$ cat src/common/smc_pkg.sv
// Constants and types of the stop mode controller
//
// Overview of operation
// - Stop disabled: STOP gives illegal opcode reset
// - Debug enabled: light stop, debug clocks run
// - Both voltage bits: light stop, regulator active
// - Otherwise select bit picks light or deep
// - Any stop halts bus and CPU clocks
// - Light stop keeps all state and pins
// - Light stop exits on reset pin or interrupts
// - Pin exit resets; interrupt exit takes vector
// - Both voltage bits keep regulator active
// - Converter runs in stop only with async clock, detector
// - Debug enable keeps debug clocks, full regulation
// - Status memory commands refused with error
// - BACKGROUND wakes to debug when enabled
// - Deep stop powers down, latches pin controls
// - Deep stop exits on pin or enabled counter
// - Deep wake acts as power-on reset
// - Deep wake flag and latches held until ack
// - Opened latches follow current port values in run
// - Peripheral clocks stop in every stop
// - Detector stop bit turns deep into light
// - Reference clock runs in stop only when both enabled
package smc_pkg;
  typedef enum logic [1:0] {SMC_RUN, SMC_LIGHT, SMC_DEEP} smc_state_type;
  typedef enum logic [2:0] {LVL_ILLEGAL, LVL_LIGHT_DBG, LVL_LIGHT_REG, LVL_LIGHT,
    LVL_DEEP} smc_level_type;

  // ---------------------------------------------------------------
  // Register map
  // ---------------------------------------------------------------
  localparam logic [7:0] OFS_CTRL = 8'h00;
  localparam logic [7:0] OFS_PWR2 = 8'h04;
  localparam logic [7:0] OFS_STATUS = 8'h08;
  localparam int CTRL_W = 9;
  localparam int CTRL_STOP_EN = 0;
  localparam int CTRL_LOW_VOLTAGE_DETECT_ENABLE = 1;
  localparam int CTRL_LOW_VOLTAGE_DETECT_STOP_ENABLE = 2;
  localparam int CTRL_LVD_RST = 3;
  localparam int CTRL_TRIP_SEL = 4;
  localparam int CTRL_REF_EN = 5;
  localparam int CTRL_REF_STOP = 6;
  localparam int CTRL_ADC_ASYNC = 7;
  localparam int CTRL_RTC_EN = 8;
  localparam logic [8:0] CTRL_RST = 9'h00e;
  localparam int PWR2_SEL = 0;
  localparam int PWR2_FLAG = 1;
  localparam int PWR2_ACK = 2;
  localparam int STAT_LIGHT = 0;
  localparam int STAT_DEEP = 1;
  localparam int STAT_LATCH = 2;
  localparam int STAT_REG = 3;
  localparam int STAT_DBG = 4;

  // ---------------------------------------------------------------
  // Wake sources and pins
  // ---------------------------------------------------------------
  localparam int WAKE_W = 6;
  localparam int IRQ_RTC = 0;
  localparam int PIN_W = 8;
  localparam logic SYNC_RST = 1'b1;
endpackage

$ cat src/common/smc_sel_if.sv
// Stop level selection signals between controller and decoder
`timescale 1ns/100ps
interface smc_sel_if;
  logic stop_en;
  logic dbg_en;
  logic low_voltage_detect_enable;
  logic low_voltage_detect_stop_enable;
  logic pd_sel;
  smc_pkg::smc_level_type level;
  modport ctrl (output stop_en, dbg_en, low_voltage_detect_enable, low_voltage_detect_stop_enable, pd_sel, input level);
  modport dec (input stop_en, dbg_en, low_voltage_detect_enable, low_voltage_detect_stop_enable, pd_sel, output level);
endinterface

$ cat src/rtl/smc_mode_sel.sv
// Stop level decoder from the configuration bits
`timescale 1ns/100ps
module smc_mode_sel (
  smc_sel_if.dec sel
);
  import smc_pkg::*;

  function automatic smc_level_type decode_level(input logic stop_en, input logic dbg_en,
      input logic low_voltage_detect_enable, input logic low_voltage_detect_stop_enable, input logic pd_sel);
    smc_level_type lvl;
    if (!stop_en) begin
      lvl = LVL_ILLEGAL;
    end else if (dbg_en) begin
      lvl = LVL_LIGHT_DBG;
    end else if (low_voltage_detect_enable && low_voltage_detect_stop_enable) begin
      lvl = LVL_LIGHT_REG;
    end else if (pd_sel && !low_voltage_detect_stop_enable) begin
      lvl = LVL_DEEP;
    end else begin
      lvl = LVL_LIGHT;
    end
    return lvl;
  endfunction

  assign sel.level = decode_level(sel.stop_en, sel.dbg_en, sel.low_voltage_detect_enable, sel.low_voltage_detect_stop_enable, sel.pd_sel);
endmodule

$ cat src/rtl/smc_stop_ctrl.sv
// Stop mode controller with AHB-Lite register slave
`timescale 1ns/100ps
module smc_stop_ctrl (
  input wire logic clk_in,
  input wire logic rst_in,
  input wire logic hsel_in,
  input wire logic [31:0] haddr_in,
  input wire logic [1:0] htrans_in,
  input wire logic hwrite_in,
  input wire logic [2:0] hsize_in,
  input wire logic [31:0] hwdata_in,
  input wire logic hready_in,
  output logic hreadyout_out,
  output logic hresp_out,
  output logic [31:0] hrdata_out,
  input wire logic stop_exec_in,
  input wire logic debug_mode_enable_in,
  input wire logic reset_pin_n_in,
  input wire logic [smc_pkg::WAKE_W-1:0] wake_irq_in,
  input wire logic dbg_mem_cmd_in,
  input wire logic dbg_bgnd_cmd_in,
  input wire logic [smc_pkg::PIN_W-1:0] pin_ctrl_in,
  output logic [smc_pkg::PIN_W-1:0] pin_ctrl_out,
  output logic pin_latch_out,
  output logic bus_clk_run_out,
  output logic cpu_clk_run_out,
  output logic periph_clk_run_out,
  output logic debug_clk_run_out,
  output logic regulator_active_out,
  output logic adc_run_out,
  output logic ref_clk_run_out,
  output logic power_down_out,
  output logic illegal_reset_out,
  output logic sys_reset_out,
  output logic por_reset_out,
  output logic irq_wake_out,
  output logic bkgd_enter_out,
  output logic dbg_mem_grant_out,
  output logic dbg_err_out,
  output logic lvd_reset_en_out,
  output logic lvd_trip_sel_out
);
  import smc_pkg::*;

  function automatic logic reg_hit(input logic [7:0] addr, input logic [7:0] ofs);
    return addr == ofs;
  endfunction

  smc_state_type state_r, state_nxt;
  smc_level_type level_r, level_nxt;
  logic dbg_keep_r, dbg_keep_nxt;
  logic reg_keep_r, reg_keep_nxt;
  logic adc_keep_r, adc_keep_nxt;
  logic ref_keep_r, ref_keep_nxt;
  logic [CTRL_W-1:0] ctrl_r;
  logic pd_sel_r;
  logic pd_flag_r;
  logic pin_latch_r;
  logic [PIN_W-1:0] pin_ctrl_r;
  logic rst_pin_n_s;
  logic rst_pin_prev_r;
  logic pin_evt;
  logic any_irq;
  logic stop_go;
  logic enter_deep;
  logic light_exit_rst;
  logic light_exit_irq;
  logic bkgd_wake;
  logic deep_wake;
  logic stopped_nxt;
  logic lvd_stop_on;
  logic hreadyout_r;
  logic hresp_r;
  logic [31:0] hrdata_r;
  logic [31:0] rd_word;
  logic wr_pend_r;
  logic [7:0] wr_addr_r;
  logic addr_ok;
  logic ctrl_wr;
  logic pwr2_wr;
  logic ack_wr;
  logic bus_clk_r, cpu_clk_r, periph_clk_r, dbg_clk_r;
  logic reg_act_r, adc_run_r, ref_run_r, pdown_r;
  logic illegal_r, sys_rst_r, por_r, irq_wake_r, bkgd_r, grant_r, dbg_err_r;

  // ---------------------------------------------------------------
  // Pin synchroniser and level decoder
  // ---------------------------------------------------------------
  smc_sel_if sel_if ();

  smc_sync u_sync (
    .clk_in(clk_in),
    .rst_in(rst_in),
    .d_in(reset_pin_n_in),
    .q_out(rst_pin_n_s)
  );

  smc_mode_sel u_sel (
    .sel(sel_if.dec)
  );

  assign sel_if.stop_en = ctrl_r[CTRL_STOP_EN];
  assign sel_if.dbg_en = debug_mode_enable_in;
  assign sel_if.low_voltage_detect_enable = ctrl_r[CTRL_LOW_VOLTAGE_DETECT_ENABLE];
  assign sel_if.low_voltage_detect_stop_enable = ctrl_r[CTRL_LOW_VOLTAGE_DETECT_STOP_ENABLE];
  assign sel_if.pd_sel = pd_sel_r;

  always_ff @(posedge clk_in or posedge rst_in) begin
    if (rst_in) begin
      rst_pin_prev_r <= 1'b1;
    end else begin
      rst_pin_prev_r <= rst_pin_n_s;
    end
  end

  // ---------------------------------------------------------------
  // Wake and entry events
  // ---------------------------------------------------------------
  assign pin_evt = rst_pin_prev_r && !rst_pin_n_s;
  assign any_irq = |wake_irq_in;
  assign lvd_stop_on = ctrl_r[CTRL_LOW_VOLTAGE_DETECT_ENABLE] && ctrl_r[CTRL_LOW_VOLTAGE_DETECT_STOP_ENABLE];
  assign stop_go = (state_r == SMC_RUN) && stop_exec_in && (sel_if.level != LVL_ILLEGAL);
  assign enter_deep = stop_go && (sel_if.level == LVL_DEEP);
  assign light_exit_rst = (state_r == SMC_LIGHT) && pin_evt;
  assign light_exit_irq = (state_r == SMC_LIGHT) && !pin_evt && any_irq;
  // Background wake only with debug kept
  assign bkgd_wake = (state_r == SMC_LIGHT) && !pin_evt && !any_irq && dbg_bgnd_cmd_in
    && dbg_keep_r;
  assign deep_wake = (state_r == SMC_DEEP)
    && (pin_evt || (wake_irq_in[IRQ_RTC] && ctrl_r[CTRL_RTC_EN]));

  // ---------------------------------------------------------------
  // Stop state machine
  // ---------------------------------------------------------------
  always_comb begin
    state_nxt = state_r;
    level_nxt = level_r;
    dbg_keep_nxt = dbg_keep_r;
    reg_keep_nxt = reg_keep_r;
    adc_keep_nxt = adc_keep_r;
    ref_keep_nxt = ref_keep_r;
    case (state_r)
      SMC_RUN: begin
        // Level and options sampled at STOP
        if (stop_go) begin
          level_nxt = sel_if.level;
          state_nxt = enter_deep ? SMC_DEEP : SMC_LIGHT;
          dbg_keep_nxt = sel_if.level == LVL_LIGHT_DBG;
          reg_keep_nxt = (sel_if.level == LVL_LIGHT_DBG) || lvd_stop_on;
          // Converter needs async clock and detector
          adc_keep_nxt = lvd_stop_on && ctrl_r[CTRL_ADC_ASYNC];
          ref_keep_nxt = ctrl_r[CTRL_REF_EN] && ctrl_r[CTRL_REF_STOP];
        end
      end
      SMC_LIGHT: begin
        if (light_exit_rst || light_exit_irq || bkgd_wake) begin
          state_nxt = SMC_RUN;
        end
      end
      SMC_DEEP: begin
        if (deep_wake) begin
          state_nxt = SMC_RUN;
        end
      end
      default: begin
        state_nxt = SMC_RUN;
      end
    endcase
  end

  always_ff @(posedge clk_in or posedge rst_in) begin
    if (rst_in) begin
      state_r <= SMC_RUN;
      level_r <= LVL_ILLEGAL;
      dbg_keep_r <= 1'b0;
      reg_keep_r <= 1'b0;
      adc_keep_r <= 1'b0;
      ref_keep_r <= 1'b0;
    end else begin
      state_r <= state_nxt;
      level_r <= level_nxt;
      dbg_keep_r <= dbg_keep_nxt;
      reg_keep_r <= reg_keep_nxt;
      adc_keep_r <= adc_keep_nxt;
      ref_keep_r <= ref_keep_nxt;
    end
  end

  // ---------------------------------------------------------------
  // Clock and power controls
  // ---------------------------------------------------------------
  // Built from next state so controls switch with the state itself
  assign stopped_nxt = state_nxt != SMC_RUN;

  always_ff @(posedge clk_in or posedge rst_in) begin
    if (rst_in) begin
      bus_clk_r <= 1'b1;
      cpu_clk_r <= 1'b1;
      periph_clk_r <= 1'b1;
      dbg_clk_r <= 1'b1;
      reg_act_r <= 1'b1;
      adc_run_r <= 1'b1;
      ref_run_r <= 1'b1;
      pdown_r <= 1'b0;
    end else begin
      bus_clk_r <= !stopped_nxt;
      cpu_clk_r <= !stopped_nxt;
      periph_clk_r <= !stopped_nxt;
      // Debug clock kept in light stop entered with debug enabled
      dbg_clk_r <= !stopped_nxt || ((state_nxt == SMC_LIGHT) && dbg_keep_nxt);
      reg_act_r <= !stopped_nxt || ((state_nxt == SMC_LIGHT) && reg_keep_nxt);
      adc_run_r <= !stopped_nxt || ((state_nxt == SMC_LIGHT) && adc_keep_nxt);
      ref_run_r <= !stopped_nxt || ((state_nxt == SMC_LIGHT) && ref_keep_nxt);
      pdown_r <= state_nxt == SMC_DEEP;
    end
  end

  // ---------------------------------------------------------------
  // Pin latches and recovery flag
  // ---------------------------------------------------------------
  always_ff @(posedge clk_in or posedge rst_in) begin
    if (rst_in) begin
      pin_latch_r <= 1'b0;
    end else if (enter_deep || deep_wake) begin
      // Latch pin controls on deep entry
      pin_latch_r <= 1'b1;
    end else if (ack_wr) begin
      // Only the acknowledge opens the latches
      pin_latch_r <= 1'b0;
    end
  end

  // Pins follow port values only while open
  always_ff @(posedge clk_in or posedge rst_in) begin
    if (rst_in) begin
      pin_ctrl_r <= '0;
    end else if (!pin_latch_r && !enter_deep && state_r == SMC_RUN) begin
      pin_ctrl_r <= pin_ctrl_in;
    end
  end

  // Flag set by deep wake wins over the acknowledge
  always_ff @(posedge clk_in or posedge rst_in) begin
    if (rst_in) begin
      pd_flag_r <= 1'b0;
    end else if (deep_wake) begin
      pd_flag_r <= 1'b1;
    end else if (ack_wr) begin
      pd_flag_r <= 1'b0;
    end
  end

  // ---------------------------------------------------------------
  // Reset, wake and debug pulses
  // ---------------------------------------------------------------
  always_ff @(posedge clk_in or posedge rst_in) begin
    if (rst_in) begin
      illegal_r <= 1'b0;
      sys_rst_r <= 1'b0;
      por_r <= 1'b0;
      irq_wake_r <= 1'b0;
      bkgd_r <= 1'b0;
      grant_r <= 1'b0;
      dbg_err_r <= 1'b0;
    end else begin
      // Illegal opcode reset instead of stop
      illegal_r <= (state_r == SMC_RUN) && stop_exec_in && (sel_if.level == LVL_ILLEGAL);
      sys_rst_r <= pin_evt && (state_r != SMC_DEEP);
      por_r <= deep_wake;
      irq_wake_r <= light_exit_irq;
      bkgd_r <= bkgd_wake || ((state_r == SMC_RUN) && dbg_bgnd_cmd_in && debug_mode_enable_in);
      grant_r <= dbg_mem_cmd_in && (state_r == SMC_RUN);
      dbg_err_r <= dbg_mem_cmd_in && (state_r != SMC_RUN);
    end
  end

  // ---------------------------------------------------------------
  // AHB-Lite register slave
  // ---------------------------------------------------------------
  // Zero wait state, so ready and response never change
  assign addr_ok = hsel_in && htrans_in[1] && hready_in;

  always_comb begin
    rd_word = 32'h0000_0000;
    if (reg_hit(haddr_in[7:0], OFS_CTRL)) begin
      rd_word[CTRL_W-1:0] = ctrl_r;
    end else if (reg_hit(haddr_in[7:0], OFS_PWR2)) begin
      rd_word[PWR2_SEL] = pd_sel_r;
      rd_word[PWR2_FLAG] = pd_flag_r;
    end else if (reg_hit(haddr_in[7:0], OFS_STATUS)) begin
      rd_word[STAT_LIGHT] = state_r == SMC_LIGHT;
      rd_word[STAT_DEEP] = state_r == SMC_DEEP;
      rd_word[STAT_LATCH] = pin_latch_r;
      rd_word[STAT_REG] = reg_keep_r;
      rd_word[STAT_DBG] = dbg_keep_r;
    end
  end

  always_ff @(posedge clk_in or posedge rst_in) begin
    if (rst_in) begin
      hreadyout_r <= 1'b1;
      hresp_r <= 1'b0;
      hrdata_r <= 32'h0000_0000;
      wr_pend_r <= 1'b0;
      wr_addr_r <= 8'h00;
    end else begin
      hreadyout_r <= 1'b1;
      hresp_r <= 1'b0;
      wr_pend_r <= addr_ok && hwrite_in;
      if (addr_ok) begin
        wr_addr_r <= haddr_in[7:0];
        hrdata_r <= hwrite_in ? 32'h0000_0000 : rd_word;
      end
    end
  end

  assign ctrl_wr = wr_pend_r && reg_hit(wr_addr_r, OFS_CTRL);
  assign pwr2_wr = wr_pend_r && reg_hit(wr_addr_r, OFS_PWR2);
  assign ack_wr = pwr2_wr && hwdata_in[PWR2_ACK];

  // Deep wake restores reset values, low trip point
  always_ff @(posedge clk_in or posedge rst_in) begin
    if (rst_in) begin
      ctrl_r <= CTRL_RST;
      pd_sel_r <= 1'b0;
    end else if (deep_wake) begin
      ctrl_r <= CTRL_RST;
      pd_sel_r <= 1'b0;
    end else begin
      if (ctrl_wr) begin
        ctrl_r <= hwdata_in[CTRL_W-1:0];
      end
      if (pwr2_wr) begin
        pd_sel_r <= hwdata_in[PWR2_SEL];
      end
    end
  end

  // ---------------------------------------------------------------
  // Outputs
  // ---------------------------------------------------------------
  assign hreadyout_out = hreadyout_r;
  assign hresp_out = hresp_r;
  assign hrdata_out = hrdata_r;
  assign pin_ctrl_out = pin_ctrl_r;
  assign pin_latch_out = pin_latch_r;
  assign bus_clk_run_out = bus_clk_r;
  assign cpu_clk_run_out = cpu_clk_r;
  assign periph_clk_run_out = periph_clk_r;
  assign debug_clk_run_out = dbg_clk_r;
  assign regulator_active_out = reg_act_r;
  assign adc_run_out = adc_run_r;
  assign ref_clk_run_out = ref_run_r;
  assign power_down_out = pdown_r;
  assign illegal_reset_out = illegal_r;
  assign sys_reset_out = sys_rst_r;
  assign por_reset_out = por_r;
  assign irq_wake_out = irq_wake_r;
  assign bkgd_enter_out = bkgd_r;
  assign dbg_mem_grant_out = grant_r;
  assign dbg_err_out = dbg_err_r;
  assign lvd_reset_en_out = ctrl_r[CTRL_LVD_RST];
  assign lvd_trip_sel_out = ctrl_r[CTRL_TRIP_SEL];
endmodule

$ cat src/rtl/smc_sync.sv
// Two-stage synchroniser for the external reset pin
`timescale 1ns/100ps
module smc_sync (
  input wire logic clk_in,
  input wire logic rst_in,
  input wire logic d_in,
  output logic q_out
);
  import smc_pkg::*;
  logic meta_r;
  logic sync_r;

  // Idle level is high, so reset to the released pin level
  always_ff @(posedge clk_in or posedge rst_in) begin
    if (rst_in) begin
      meta_r <= SYNC_RST;
      sync_r <= SYNC_RST;
    end else begin
      meta_r <= d_in;
      sync_r <= meta_r;
    end
  end

  assign q_out = sync_r;
endmodule

$ cat config.mk
export PLATFORM = sky130hd
export DESIGN_NAME = smc_stop_ctrl
export DESIGN_NICKNAME = d
export VERILOG_FILES = /design/src/common/smc_pkg.sv /design/src/common/smc_sel_if.sv /design/src/rtl/smc_mode_sel.sv /design/src/rtl/smc_stop_ctrl.sv /design/src/rtl/smc_sync.sv
export SDC_FILE = /design/constraint.sdc
export NUM_CORES = 1
export LEC_CHECK = 0
export BUFFER_PORTS_ARGS = -buffer_cell sky130_fd_sc_hd__buf_2
export CAP_MARGIN = 20
export CORE_ASPECT_RATIO = 0.5
export CORE_MARGIN = 2
export CORE_UTILIZATION = 47
export DETAILED_ROUTE_END_ITERATION = 7
export GPL_ROUTABILITY_DRIVEN = 0
export GPL_TIMING_DRIVEN = 0
export HOLD_SLACK_MARGIN = 0.02
export PLACE_DENSITY = 0.9
export REMOVE_ABC_BUFFERS = 1
export SLEW_MARGIN = 10
export SYNTH_ARGS = -nofsm -noshare
export SYNTH_HDL_FRONTEND = slang
export SYNTH_SLANG_ARGS = --single-unit
$ cat constraint.sdc
create_clock -name clk_in -period 4.2 [get_ports clk_in]
set_input_delay 0.21 -clock clk_in [delete_from_list [all_inputs] [get_ports clk_in]]
set_output_delay 0.21 -clock clk_in [all_outputs]
set_load 0.03 [all_outputs]
==> results.md <==
* Final period util at 50.3%
* Fin worst setup slack at 2.09 ns
* DIE AREA at 6160 µm²
* CTS Hold Bufs at 2
* Ys Warns at 0
* Final Setup Violations at 0
* CTS tree: built
* HP Class: in -> reg
* Ratio of cells with drive above 1 in the final layout at 37.2%
* Simple-Gate Fraction of Synth Area at 15.6%
* First DRT Iteration DRCs at 126
* Most frequent cells in the layout: 76 x buf_2, 49 x dfrtp_1, 41 x nand2_1, 25 x conb_1
* Clk Latency, worst-skew pair at around 0.33 ns
* Achievable frequency at 0.473 GHz
* CTS Root Cell: clkbuf_8
* Post-layout util at 58.8%
* Nets at 405
* DRC viols at 0
* Post-synthesis xor/xnor area fraction at 0%
* CTS H-tree lvls at 3
* I/O pin total at 153
* Pwr/cell area at 645 nW/µm²
* Final WL at about 6100 µm
* CTS sink count at 60
* Vias in the first global route at about 2,100
* Flops & latches, synth at 60
* Row count at 19
* Post-Syn Instances at 230
* First-pass GRT wire length at 9760 µm
* CTS Buffer Depth at 2
* Pleak at 1.65 nW
* Number of distinct library cells after synthesis at 36
* Post-CTS sizing at 0
* Via-to-Cell Ratio at roughly 5.4
* Worst Path Required at 4.45 ns
* Slew @ Worst Pin at between 0.7 and 0.8 ns
* Hold Crit Endpoint: wr_addr_r[1]
* Max cap viols at 0
* Relative max-transition margin at 50.4%
* Die X at 109 µm
* Crit. Startpoint: wr_addr_r[4]
* Multi-input gate area at 928 µm²
* Proportion of netlist area held by the largest area contributor at between 40% and 50%
* RSZ-0062 raised after global routing: no
* Detail Route Antenna Nets at 0
* Inserted Clock Buffers at 9
* Final Hold Viols at 0
* Largest family of logic cells by synthesized area: simple AND/OR/NAND/NOR gates
* VDD IR max at 0.000337 V
* Adder-Cell Fraction of Synth Area at 0%
* Setup crit end kind: flop
* Worst Setup Start Kind: flop
* Commonest non-fill, non-tap cell in the layout: buf_2
* Initial antenna violation count at 0
* Post-synth EDFFs at 0
* Mapped cell area at 2590 µm²
* FF-to-FF End: ctrl_r[3]
* Fin cells at 390
* Hpwl dp at about 4200 µm
* Crit Path Class: reg -> reg
* DRT Pass-1 Iters at 5
* Vias at 2,092
* Worst Path Arrival at 2.36 ns
* Total GRT Usage at 21.4%
* HP Start: haddr_in[1]
* Compound-Gate Fraction of Synth Area at 10.1%
* R2R Setup Slk at 2.09 ns
* Number of inserted diodes at 0
* Status: complete, no violations
* Reg clk slew, reported paths at 0.06 ns
* Sequential cell area fraction in the yosys report at about three fifths
* Postcts setup bufs at 0
* Largest cells by area after synthesis: dfrtp_1 47%, dfstp_2 11%, buf_4 7.8%
* GR Overflow Total at 0
* CP max FO at 5
* Buffers on Ports at 76
* Top FF cell, synth: dfrtp_1
* Largest net degree at the start of global routing at 35
* Placed cell count at 372
* Post-synthesis mux area share at 6.57%
* Worst hold slack at between 0.08 and 0.09 ns
* Worst flop-to-flop path startpoint: wr_addr_r[4]
* Initial Utilization at 48.0%
* Reg area at about 1500 µm²
* Worst slack, placed at 2.28 ns
* WHS Path Cells at 3
* Register-to-Register Path Depth at 4
* Fill cells at 391
* Chip height at 56.5 µm
* Ys async rst share at 100%
* Crit path time final at 2.11 ns
* Setup tns final at 0 ns
* Fin. max-slew vios at 0
* Area delta synth->final at 22.5%
* Post-DR wirelength/cell at roughly 16 µm
* Leading area contributor after synthesis: dfrtp_1
* Clock Skew at 0.00666 ns
* Core footprint at around 5400 µm²
* Syn Area/Cell at between 10 and 15 µm²
## final cells by class
cell class                 count  area share (%)
sequential                    60            47.8
multi-input combinational    158            29.3
timing repair buffer          79            13.3
clock buffer                  11            4.77
tap                           73            2.88
clock inverter                 5            1.58
inverter                       4           0.473
## through the flow
stage,power (mW),cell area [µm²]
after global placement,1.48,2930
after global routing,2.14,3170
after CTS,2.04,3170
after floorplan,1.32,2460
after detailed placement,1.52,2950
final,2.05,3170
## cell families (layout without fill, tap and decap cells)
group                  Yosys count  count (layout)
buffers and inverters           35              99
muxes                           16              16
and+or+nand+nor                 83              83
other                            2              25
DFF                             60              60
AOI/OAI and AO/OA               34              34
## cell usage after synthesis, drive strengths merged, types with 3 or more instances
cell type	instances
nor2b	5
dfstp	11
o22a	3
nand3	5
buf	27
a21oi	8
nor3	3
nand2	41
mux2	8
dfrtp	49
clkbuf	4
nor2	11
inv	4
o21ai	5
a22o	9
mux2i	8
## flip-flops by register name, indices dropped and copies added, names as in the netlist, 2 cells and up
signal        count
state_r           2
pin_ctrl_out      8
wr_addr_r         8
ctrl_r            9
hrdata_out        9
## worst max path at each step
stage	to	slack [ns]	depth (start not counted)
floorplan	pin_ctrl_out[0]	2.41	3
global placement	hrdata_out[8]	2.00	2
detailed placement	pin_ctrl_out[0]	2.28	3
CTS	ctrl_r[3]	2.18	4
global route	ctrl_r[3]	2.03	4
finish	ctrl_r[3]	2.09	4
## power by group
group          switching (mW)  internal [mW]  total (mW)
clock                   0.212          0.302       0.513
combinational           0.420          0.231       0.651
sequential              0.124          0.758       0.883
## worst max-delay path, stage by stage, from the launching register on
cell and delay, ns:
dfrtp_1 0.40, nor4b_1 0.66, nand3b_1 0.34, or2_2 0.41
o22a_1 0.23
## routing by layer
metal	GRT usage (%)	wire length, µm	vias up
li1	-	-	907
met2	37.4	3240	129
met1	21.8	2120	1028
met5	0	0	-
met4	11.5	217	0
met3	8.94	563	28
Note: power is estimated with default switching activity, not from simulation.
